File: src/io_image_params.svh
`ifndef IO_IMAGE_PARAMS_SVH
`define IO_IMAGE_PARAMS_SVH
// Register byte addresses
`define ADDR_OUT_WORD 8'h00
`define ADDR_IN_WORD 8'h04
`define ADDR_DEV_DIAG 8'h08
`define ADDR_IRQ_STATUS 8'h0C
`define ADDR_IRQ_MASK 8'h10
`define ADDR_CTRL 8'h14
`define ADDR_DIAG_INDEX 8'h18
`define ADDR_DIAG_DATA 8'h1C
// Control fields and reset values
`define CTRL_OUT_EN 0
`define CTRL_TX_EN 1
`define CTRL_RESET 2'h3
// Interrupt status fields
`define IRQ_DIAG_CHANGE 0
`define IRQ_TX_DONE 1
`define IRQ_OUT_UPDATE 2
// Diagnostic block layout
`define DIAG_LEN 13
`define DIAG_ID_HI 4
`define DIAG_ID_LO 5
`define DIAG_HDR_BYTE 6
`define DIAG_DEV_BYTE 7
`define DIAG_HEADER 8'h07
// Nibble positions of groups one to four in a process word
`define GROUP1_LSB 8
`define GROUP2_LSB 12
`define GROUP3_LSB 0
`define GROUP4_LSB 4
`endif

File: src/io_image_pkg.sv
`default_nettype none
package io_image_pkg;
  // One byte per entry, entry N is block byte N
  typedef logic [12:0][7:0] diag_block_t;
  // Telegram sender states
  typedef enum logic {TX_IDLE, TX_SEND} tx_state_t;
endpackage
`default_nettype wire

File: src/diag_if.sv
`timescale 1ns/1ns
`default_nettype none
interface diag_if;
  logic [2:0] dev_diag; // Live device diagnostic bits
  logic [31:0] station_status; // Bytes 0 to 3 from the bus engine
  io_image_pkg::diag_block_t block; // Composed block
  modport builder (input dev_diag, input station_status, output block);
  modport user (input block);
endinterface
`default_nettype wire

File: src/diag_block_builder.sv
`timescale 1ns/1ns
`default_nettype none
`include "io_image_params.svh"
module diag_block_builder #(
  parameter logic [15:0] ID_CODE = 16'h5A3C // Arbitrary value
) (
  diag_if.builder diag
);
  import io_image_pkg::*;
  // ****************************************
  // Block composition, purely combinational
  // ****************************************
  always_comb begin
    diag.block = '0; // Reserved bytes 8 to 12 stay zero
    for (int i = 0; i < 4; i++) begin
      diag.block[i] = diag.station_status[8 * (3 - i) +: 8];
    end
    diag.block[`DIAG_ID_HI] = ID_CODE[15:8];
    diag.block[`DIAG_ID_LO] = ID_CODE[7:0];
    diag.block[`DIAG_HDR_BYTE] = `DIAG_HEADER;
    diag.block[`DIAG_DEV_BYTE] = {5'h00, diag.dev_diag};
  end
endmodule // diag_block_builder
`default_nettype wire

File: src/diag_telegram_sender.sv
`timescale 1ns/1ns
`default_nettype none
`include "io_image_params.svh"
module diag_telegram_sender (
  input wire logic clock_in,
  input wire logic reset_n_in,
  diag_if.user diag,
  input wire logic start_in,
  input wire logic tx_ready_in,
  output logic tx_valid_out,
  output logic [7:0] tx_data_out,
  output logic [3:0] tx_index_out,
  output logic tx_last_out,
  output logic busy_out,
  output logic done_out
);
  import io_image_pkg::*;
  diag_block_t snap_reg; // Frozen copy so a telegram is self consistent
  io_image_pkg::tx_state_t state_reg; // Sender state
  logic [3:0] idx_reg; // Byte being offered
  logic last_beat; // Offering the final byte
  assign last_beat = (idx_reg == 4'(`DIAG_LEN - 1));
  // ****************************************
  // Byte sequencer, one telegram per start
  // ****************************************
  always_ff @(posedge clock_in) begin
    if (!reset_n_in) begin
      state_reg <= TX_IDLE;
      snap_reg <= '0;
      idx_reg <= 4'h0;
      tx_data_out <= 8'h00;
      done_out <= 1'b0;
    end else begin
      done_out <= 1'b0;
      case (state_reg)
        TX_IDLE: begin
          if (start_in) begin
            snap_reg <= diag.block;
            idx_reg <= 4'h0;
            tx_data_out <= diag.block[0];
            state_reg <= TX_SEND;
          end
        end
        TX_SEND: begin
          if (tx_ready_in && last_beat) begin
            state_reg <= TX_IDLE;
            done_out <= 1'b1;
          end else if (tx_ready_in) begin
            idx_reg <= idx_reg + 4'h1;
            tx_data_out <= snap_reg[idx_reg + 4'h1];
          end
        end
        default: state_reg <= TX_IDLE;
      endcase
    end
  end
  assign busy_out = (state_reg == TX_SEND);
  assign tx_valid_out = busy_out;
  assign tx_index_out = idx_reg;
  assign tx_last_out = busy_out && last_beat;
endmodule // diag_telegram_sender
`default_nettype wire

File: src/fieldbus_io_image_and_diag.sv
// Added by the designer: strobed register access and the address map.
`timescale 1ns/1ns
`default_nettype none
`include "io_image_params.svh"
module fieldbus_io_image_and_diag #(
  parameter logic [15:0] ID_CODE = 16'h5A3C // Arbitrary value
) (
  input wire logic clock_in,
  input wire logic reset_n_in,
  // Software register port
  input wire logic [7:0] reg_addr_in,
  input wire logic [31:0] reg_wdata_in,
  input wire logic reg_write_in,
  input wire logic reg_read_in,
  output logic [31:0] reg_rdata_out,
  output logic irq_out,
  // Process data from and to the bus engine
  input wire logic pd_out_write_in,
  input wire logic [7:0] pd_out_byte0_in,
  input wire logic [7:0] pd_out_byte1_in,
  output logic [7:0] pd_in_byte0_out,
  output logic [7:0] pd_in_byte1_out,
  // Diagnostic block read by the bus engine
  input wire logic [3:0] diag_read_index_in,
  output logic [7:0] diag_read_data_out,
  input wire logic [31:0] station_status_in,
  // Diagnostic telegram stream
  input wire logic diag_tx_ready_in,
  output logic diag_tx_valid_out,
  output logic [7:0] diag_tx_data_out,
  output logic [3:0] diag_tx_index_out,
  output logic diag_tx_last_out,
  // Field side
  input wire logic [15:0] digital_in,
  output logic [15:0] digital_out,
  input wire logic [3:0] output_short_in,
  input wire logic [3:0] sensor_overload_in,
  input wire logic sensor_low_in,
  input wire logic [1:0] actuator_low_in,
  // Indicators
  output logic [15:0] output_led_out,
  output logic [15:0] input_led_out,
  output logic [3:0] output_error_led_out,
  output logic [3:0] input_error_led_out,
  output logic general_diag_indicator_out,
  output logic sensor_power_indicator_out,
  output logic [1:0] actuator_supply_led_out
);
  import io_image_pkg::*;

  // ****************************************
  // Declarations
  // ****************************************
  logic [15:0] out_word_reg; // Output image as written by the master
  logic [15:0] out_word_next; // Next output image
  logic [15:0] in_word_reg; // Input image in bus byte order
  logic [15:0] in_word_next; // Input image before the register
  logic [15:0] out_field_next; // Output image in group order
  logic [2:0] dev_diag_reg; // Device diagnostic bits, registered
  logic [2:0] dev_diag_next; // Device diagnostic bits from the fault inputs
  logic diag_change; // Any device bit differs from its last value
  logic tx_pending_reg; // A telegram is owed to the master
  logic tx_start; // Launch a telegram this cycle
  logic tx_busy; // Sender is streaming
  logic tx_done; // Sender finished a telegram
  logic [1:0] ctrl_reg; // Output enable and telegram enable
  logic [2:0] irq_status_reg; // Sticky event bits
  logic [2:0] irq_mask_reg; // Enables for the sticky bits
  logic [2:0] irq_events; // Events raised this cycle
  logic [2:0] irq_clear; // Bits written with one to the status
  logic [3:0] diag_index_reg; // Software window into the block
  logic [31:0] rdata_next; // Read mux result
  logic wr_status; // Write to the status register
  logic [7:0] sw_diag_byte; // Block byte picked by software
  logic [7:0] bus_diag_byte; // Block byte picked by the bus engine

  // Shared view of the diagnostic block
  diag_if u_diag ();

  // ****************************************
  // Group routing
  // ****************************************
  // Field pins are numbered group by group; the process word puts groups
  // two and one in byte 0 and four and three in byte 1.
  function automatic int unsigned group_lsb(input int unsigned g);
    case (g)
      0: group_lsb = `GROUP1_LSB;
      1: group_lsb = `GROUP2_LSB;
      2: group_lsb = `GROUP3_LSB;
      default: group_lsb = `GROUP4_LSB;
    endcase
  endfunction

  // Nibble LSB is channel one, MSB channel four, in both directions
  for (genvar g = 0; g < 4; g++) begin : g_group
    for (genvar c = 0; c < 4; c++) begin : g_chan
      // Output channel c of group g takes its word bit
      assign out_field_next[4 * g + c] = out_word_reg[group_lsb(g) + c];
      // Input channel c of group g lands at its word bit
      assign in_word_next[group_lsb(g) + c] = digital_in[4 * g + c];
    end
  end

  // ****************************************
  // Output image
  // ****************************************
  // Byte 0 carries word bits 15..8, byte 1 bits 7..0
  always_comb begin
    out_word_next = out_word_reg;
    if (pd_out_write_in) begin
      // Master delivers a fresh image
      out_word_next = {pd_out_byte0_in, pd_out_byte1_in};
    end
  end

  // Output image register
  always_ff @(posedge clock_in) begin
    if (!reset_n_in) begin
      out_word_reg <= 16'h0000;
    end else begin
      out_word_reg <= out_word_next;
    end
  end

  // Field outputs; clearing the enable forces every actuator off
  // without losing the master's image
  always_ff @(posedge clock_in) begin
    if (!reset_n_in) begin
      digital_out <= 16'h0000;
    end else if (ctrl_reg[`CTRL_OUT_EN]) begin
      digital_out <= out_field_next;
    end else begin
      digital_out <= 16'h0000;
    end
  end

  // Channel LEDs mirror the driven outputs bit for bit
  assign output_led_out = digital_out;

  // ****************************************
  // Input image
  // ****************************************
  // Inputs are synchronous, so one register stage is enough
  always_ff @(posedge clock_in) begin
    if (!reset_n_in) begin
      in_word_reg <= 16'h0000;
      input_led_out <= 16'h0000;
    end else begin
      in_word_reg <= in_word_next;
      input_led_out <= digital_in;
    end
  end

  // Same byte order as the output word
  assign pd_in_byte0_out = in_word_reg[15:8];
  assign pd_in_byte1_out = in_word_reg[7:0];

  // ****************************************
  // Device diagnostics
  // ****************************************
  // Bits follow the fault levels, with no latching
  always_comb begin
    dev_diag_next = 3'h0;
    dev_diag_next[0] = |output_short_in;
    dev_diag_next[1] = |sensor_overload_in;
    dev_diag_next[2] = sensor_low_in;
  end

  // Actuator supply faults are deliberately absent from the bits
  always_ff @(posedge clock_in) begin
    if (!reset_n_in) begin
      dev_diag_reg <= 3'h0;
    end else begin
      dev_diag_reg <= dev_diag_next;
    end
  end

  // Setting or clearing any bit counts as an event
  assign diag_change = (dev_diag_next != dev_diag_reg);

  // ****************************************
  // Indicators
  // ****************************************
  // Registered with the diagnostic bits so LEDs and bits agree
  always_ff @(posedge clock_in) begin
    if (!reset_n_in) begin
      output_error_led_out <= 4'h0;
      input_error_led_out <= 4'h0;
      sensor_power_indicator_out <= 1'b0;
      actuator_supply_led_out <= 2'h0;
    end else begin
      // Only the affected group shows red
      output_error_led_out <= output_short_in;
      // One error LED per sensor supply
      input_error_led_out <= sensor_overload_in;
      // Sensor power LED goes dark on low voltage
      sensor_power_indicator_out <= !sensor_low_in;
      // Actuator LEDs only, no diagnostic effect
      actuator_supply_led_out <= ~actuator_low_in;
    end
  end

  // Red while any device bit is set, normal once all clear
  assign general_diag_indicator_out = |dev_diag_reg;

  // ****************************************
  // Diagnostic block and telegram
  // ****************************************
  assign u_diag.dev_diag = dev_diag_reg;
  assign u_diag.station_status = station_status_in;

  // Builds the 13-byte block from live state
  diag_block_builder #(
    .ID_CODE(ID_CODE)
  ) u_builder (
    .diag(u_diag)
  );

  // Streams one snapshot of the block per start
  diag_telegram_sender u_sender (
    .clock_in(clock_in),
    .reset_n_in(reset_n_in),
    .diag(u_diag),
    .start_in(tx_start),
    .tx_ready_in(diag_tx_ready_in),
    .tx_valid_out(diag_tx_valid_out),
    .tx_data_out(diag_tx_data_out),
    .tx_index_out(diag_tx_index_out),
    .tx_last_out(diag_tx_last_out),
    .busy_out(tx_busy),
    .done_out(tx_done)
  );

  // Events during a telegram fold into one follow-up telegram, which
  // then carries the newest state; a new event beats the launch clear
  always_ff @(posedge clock_in) begin
    if (!reset_n_in) begin
      tx_pending_reg <= 1'b0;
    end else if (diag_change) begin
      tx_pending_reg <= 1'b1;
    end else if (tx_start) begin
      tx_pending_reg <= 1'b0;
    end
  end

  // Launch only when idle and allowed by software
  assign tx_start = tx_pending_reg && !tx_busy && ctrl_reg[`CTRL_TX_EN];

  // Block bytes for the two readers; out of range reads as zero
  always_comb begin
    sw_diag_byte = 8'h00;
    bus_diag_byte = 8'h00;
    if (diag_index_reg < 4'(`DIAG_LEN)) begin
      sw_diag_byte = u_diag.block[diag_index_reg];
    end
    if (diag_read_index_in < 4'(`DIAG_LEN)) begin
      bus_diag_byte = u_diag.block[diag_read_index_in];
    end
  end

  // Bus engine read: data one cycle after the index, any time
  always_ff @(posedge clock_in) begin
    if (!reset_n_in) begin
      diag_read_data_out <= 8'h00;
    end else begin
      diag_read_data_out <= bus_diag_byte;
    end
  end

  // ****************************************
  // Control registers
  // ****************************************
  // Control, block index and interrupt mask, plain read/write
  always_ff @(posedge clock_in) begin
    if (!reset_n_in) begin
      ctrl_reg <= `CTRL_RESET;
      diag_index_reg <= 4'h0;
      irq_mask_reg <= 3'h0;
    end else if (reg_write_in) begin
      case (reg_addr_in)
        `ADDR_CTRL: ctrl_reg <= reg_wdata_in[1:0];
        `ADDR_DIAG_INDEX: diag_index_reg <= reg_wdata_in[3:0];
        `ADDR_IRQ_MASK: irq_mask_reg <= reg_wdata_in[2:0];
        default: ;
      endcase
    end
  end

  // ****************************************
  // Interrupts
  // ****************************************
  always_comb begin
    irq_events = 3'h0;
    irq_events[`IRQ_DIAG_CHANGE] = diag_change;
    irq_events[`IRQ_TX_DONE] = tx_done;
    irq_events[`IRQ_OUT_UPDATE] = pd_out_write_in;
  end

  assign wr_status = reg_write_in && (reg_addr_in == `ADDR_IRQ_STATUS);
  assign irq_clear = wr_status ? reg_wdata_in[2:0] : 3'h0;

  // Write one to clear; an event in the same cycle wins
  always_ff @(posedge clock_in) begin
    if (!reset_n_in) begin
      irq_status_reg <= 3'h0;
    end else begin
      irq_status_reg <= (irq_status_reg & ~irq_clear) | irq_events;
    end
  end

  // Level output, high while an unmasked bit is set
  assign irq_out = |(irq_status_reg & irq_mask_reg);

  // ****************************************
  // Register read
  // ****************************************
  // Unmapped addresses read as zero
  always_comb begin
    rdata_next = 32'h0000_0000;
    case (reg_addr_in)
      `ADDR_OUT_WORD: rdata_next = {16'h0000, out_word_reg};
      `ADDR_IN_WORD: rdata_next = {16'h0000, in_word_reg};
      `ADDR_DEV_DIAG: rdata_next = {29'h0000_0000, dev_diag_reg};
      `ADDR_IRQ_STATUS: rdata_next = {29'h0000_0000, irq_status_reg};
      `ADDR_IRQ_MASK: rdata_next = {29'h0000_0000, irq_mask_reg};
      `ADDR_CTRL: rdata_next = {30'h0000_0000, ctrl_reg};
      `ADDR_DIAG_INDEX: rdata_next = {28'h000_0000, diag_index_reg};
      `ADDR_DIAG_DATA: rdata_next = {24'h00_0000, sw_diag_byte};
      default: rdata_next = 32'h0000_0000;
    endcase
  end

  // Read data stands only in the cycle after the strobe
  always_ff @(posedge clock_in) begin
    if (!reset_n_in) begin
      reg_rdata_out <= 32'h0000_0000;
    end else if (reg_read_in) begin
      reg_rdata_out <= rdata_next;
    end else begin
      reg_rdata_out <= 32'h0000_0000;
    end
  end
endmodule // fieldbus_io_image_and_diag
`default_nettype wire

File: config.mk
export PLATFORM = sky130hd
export DESIGN_NAME = fieldbus_io_image_and_diag
export DESIGN_NICKNAME = d
export VERILOG_FILES = /design/src/io_image_pkg.sv /design/src/diag_if.sv /design/src/diag_block_builder.sv /design/src/diag_telegram_sender.sv /design/src/fieldbus_io_image_and_diag.sv
export VERILOG_INCLUDE_DIRS = /design/src
export SDC_FILE = /design/constraint.sdc
export NUM_CORES = 1
export LEC_CHECK = 0
export ABC_AREA = 0
export BUFFER_PORTS_ARGS = -buffer_cell sky130_fd_sc_hd__clkbuf_2
export CAP_MARGIN = 20
export CORE_MARGIN = 2
export CORE_UTILIZATION = 23
export DETAILED_ROUTE_END_ITERATION = 10
export GPL_TIMING_DRIVEN = 1
export PLACE_DENSITY_LB_ADDON = 0.3
export SYNTH_ARGS = -nofsm -noshare
export SYNTH_HDL_FRONTEND = slang
export SYNTH_SLANG_ARGS = --single-unit
File: constraint.sdc
create_clock -name clock_in -period 3 [get_ports clock_in]
set_input_delay 0.3 -clock clock_in [delete_from_list [all_inputs] [get_ports clock_in]]
set_output_delay 0.3 -clock clock_in [all_outputs]
set_load 0.02 [all_outputs]
==> metrics.txt <==
Flop pwr share=0.439; Worst Setup Start Kind=flop; DP HPWL=15,700 um; clk buf depth=2; total global routing overflow=0; Setup Viol. Count Final=0; DIE HEIGHT=176 um; DR vias=5,583; PD cells=576 nW/um2; sw power=0.00145 W; number of hold violations in the final report=0; drt wl/cell=16.5 um; H-tree depth=4; Period minus WS final=2.26 ns; Post-synth ARST share=0; die area=30,800 um2; Final period util=0.754; max cap viols=0; DR vias/cell=4.34; register area share after synthesis=0.441; CP endpoint kind=flop; Buf+Inv Stages, Crit Path=1; CTS tree=built; Largest register FFs=36; remaining antenna violation count=0; clk root buf=clkbuf_16; crit path cell chain=inv_1, ha_1, mux4_2, a31oi_1, a21oi_1; layout net count=1,014; routability cong.=0.788; worst path required time=3.29 ns; share of cells above drive strength 1=0.307; CTS Buf Count=17; crit path DAT=2.55 ns; EDFF count, synth=0; commonest non-fill, non-tap cell in the layout=clkbuf_2; antenna violations before repair=1; Pint=0.00343 W; Final Non-Filler Cells=1,285; area of the multi-input gates=3260 um2; #FFs+latches synth=149; Clk network pwr share=0.429; clk_lat worst skew=0.43 ns; WS Path Type=flop to flop; # DRC=0; Layout fillers=3,107; Setup Skew=0.0138 ns; Max-slew headroom=0.427; CP peak stage delay=0.69 ns; clock sink count=149; Synth Flop Type=dfxtp_1; # rows=62; HP Class=primary input to flop; Net Sw Frac=0.297; Layout area overhead=25.1%; Max VDD drop=371 uV; fin. max-slew vios=0; most frequent cells in the layout=210 x clkbuf_2, 149 x dfxtp_1, 94 x nand2_1, 46 x mux2i_1, 39 x a21boi_0; cell count after synthesis=730; Worst Max-Slew Pin Slew=0.858 ns; Post-CTS Setup Inserts=0; CP max FO=14; vias in the first global route=5,331; outcome=completed; number of port buffers=211; gr usage total=0.137; syn_area_per_cell=9.27 um2; io pins=256; hold_ws=0.0287 ns; Die Span X=176 um; first-pass GRT wire length=32,100 um; area of the mapped netlist=6770 um2; storage element area=2980 um2; f_max=0.442 GHz; Detailed Routing Iterations Pass 1=4; CTS clock-pin slew for the worst setup and hold paths=0.07 ns; slowest cell on the critical path=ha_1; Comb pwr share=0.131; TNS Setup=0 ns; Initial Util=0.235; final wirelength=21,200 um; largest net degree at the start of global routing=67; synth unique cells=57; Leak=3.66 nW; Iter 0 DRT Violations=370; unrepaired setup endpoints after global routing=no; YS warnings=0; cell family with most CP delay=adder cells; Core ar.=28,900 um2; # placed instances=1,251
-- final cells by class --
type / instances / share of cell area
tap: 384 / 0.0567
timing repair buffer: 220 / 0.134
antenna: 1 / 0.000295
clock buffer: 17 / 0.0502
multi-input combinational: 488 / 0.384
clock inverter: 15 / 0.0168
inverter: 11 / 0.00488
sequential: 149 / 0.352
-- worst reg2reg max path, cell delays in order (launching register included) --
cell and delay (ns):
dfxtp_1 0.47, inv_1 0.08, ha_1 0.69, mux4_2 0.62, a31oi_1 0.18, a21oi_1 0.08
-- stage by stage --
stage / util / area, um2 / power [W] / setup slack [ns]
6_report: 0.293 / 8470 / 0.00488 / 0.739
5_1_grt: 0.293 / 8470 / 0.00510 / 0.599
4_1_cts: 0.293 / 8470 / 0.00495 / 0.763
3_5_place_dp: 0.273 / 7890 / 0.00283 / 0.780
3_3_place_gp: 0.273 / 7890 / 0.00283 / 0.752
2_1_floorplan: - / 6830 / 0.00260 / 0.317
-- worst paths after layout --
check	slack (ns)	endpoint	cells after the start	from
setup / recovery	0.74	u_sender.tx_data_out[7]	5	u_sender.tx_index_out[1]
hold / removal	0.03	actuator_supply_led_out[0]	2	actuator_low_in[0]
setup reg to reg	0.74	u_sender.tx_data_out[7]	5	u_sender.tx_index_out[1]
hold reg to reg	0.47	u_sender.snap_reg[27]	2	u_sender.snap_reg[27]
-- cells in the mapped netlist, drive strengths merged, types with 3 or more instances --
library cell / number / area share
dfxtp: 149 / 0.44
nand2: 94 / 0.052
buf: 56 / 0.058
mux2i: 46 / 0.068
clkbuf: 41 / 0.023
a21boi: 39 / 0.043
nor2b: 34 / 0.031
nor2: 33 / 0.018
a21oi: 31 / 0.023
and2: 29 / 0.027
and3: 21 / 0.019
o21ai: 21 / 0.016
mux4: 16 / 0.053
inv: 10 / 0.0055
nand2b: 10 / 0.0092
nand3: 10 / 0.0074
a31oi: 9 / 0.0083
mux2: 6 / 0.010
o22ai: 6 / 0.0055
nand3b: 5 / 0.0055
nor3: 5 / 0.0037
nor4: 4 / 0.0046
o211ai: 4 / 0.0044
o21a: 4 / 0.0044
a211oi: 3 / 0.0033
a22oi: 3 / 0.0033
nor3b: 3 / 0.0033
or3: 3 / 0.0035
xnor2: 3 / 0.0039
-- cells by family (layout without fill, tap and decap cells) --
family / Yosys count / after routing / share of synthesized area
DFF: 149 / 149 / 0.441
other: 1 / 17 / 0.000554
muxes: 68 / 68 / 0.131
and+or+nand+nor: 263 / 263 / 0.201
xor gates and xnor gates: 5 / 5 / 0.00647
buffers and inverters: 108 / 263 / 0.0867
AOI/OAI and AO/OA: 134 / 134 / 0.130
adders and majority gates: 2 / 2 / 0.00370
-- per-layer routing --
metal  global-route usage  up-vias  share of wire  wire length [um]
met4               0.0458        0          0.013               274
met2                0.218      164           0.47              9880
li1                     -     2777              -                 -
met1                0.184     2626           0.47              9920
met3               0.0279       16          0.053              1130
met5                    0        -              0                 0
-- repair_timing --
| action | in CTS | in global routing |
|---|---|---|
| resized for setup | 0 | 0 |
| endpoints found under the hold margin | 1 | 0 |
| hold buffers | 1 | 0 |
-- power groups by stage --
| stage | clock network [W] | registers (W) | logic [W] |
|---|---|---|---|
| after floorplan | 0 | 0.00223 | 0.000378 |
| after global placement | 0 | 0.00219 | 0.000643 |
| after detailed placement | 0 | 0.00219 | 0.000646 |
| after CTS | 0.00216 | 0.00214 | 0.000649 |
| after global routing | 0.00224 | 0.00215 | 0.000703 |
| final | 0.00210 | 0.00214 | 0.000642 |
Note: power is estimated with default switching activity, not from simulation.
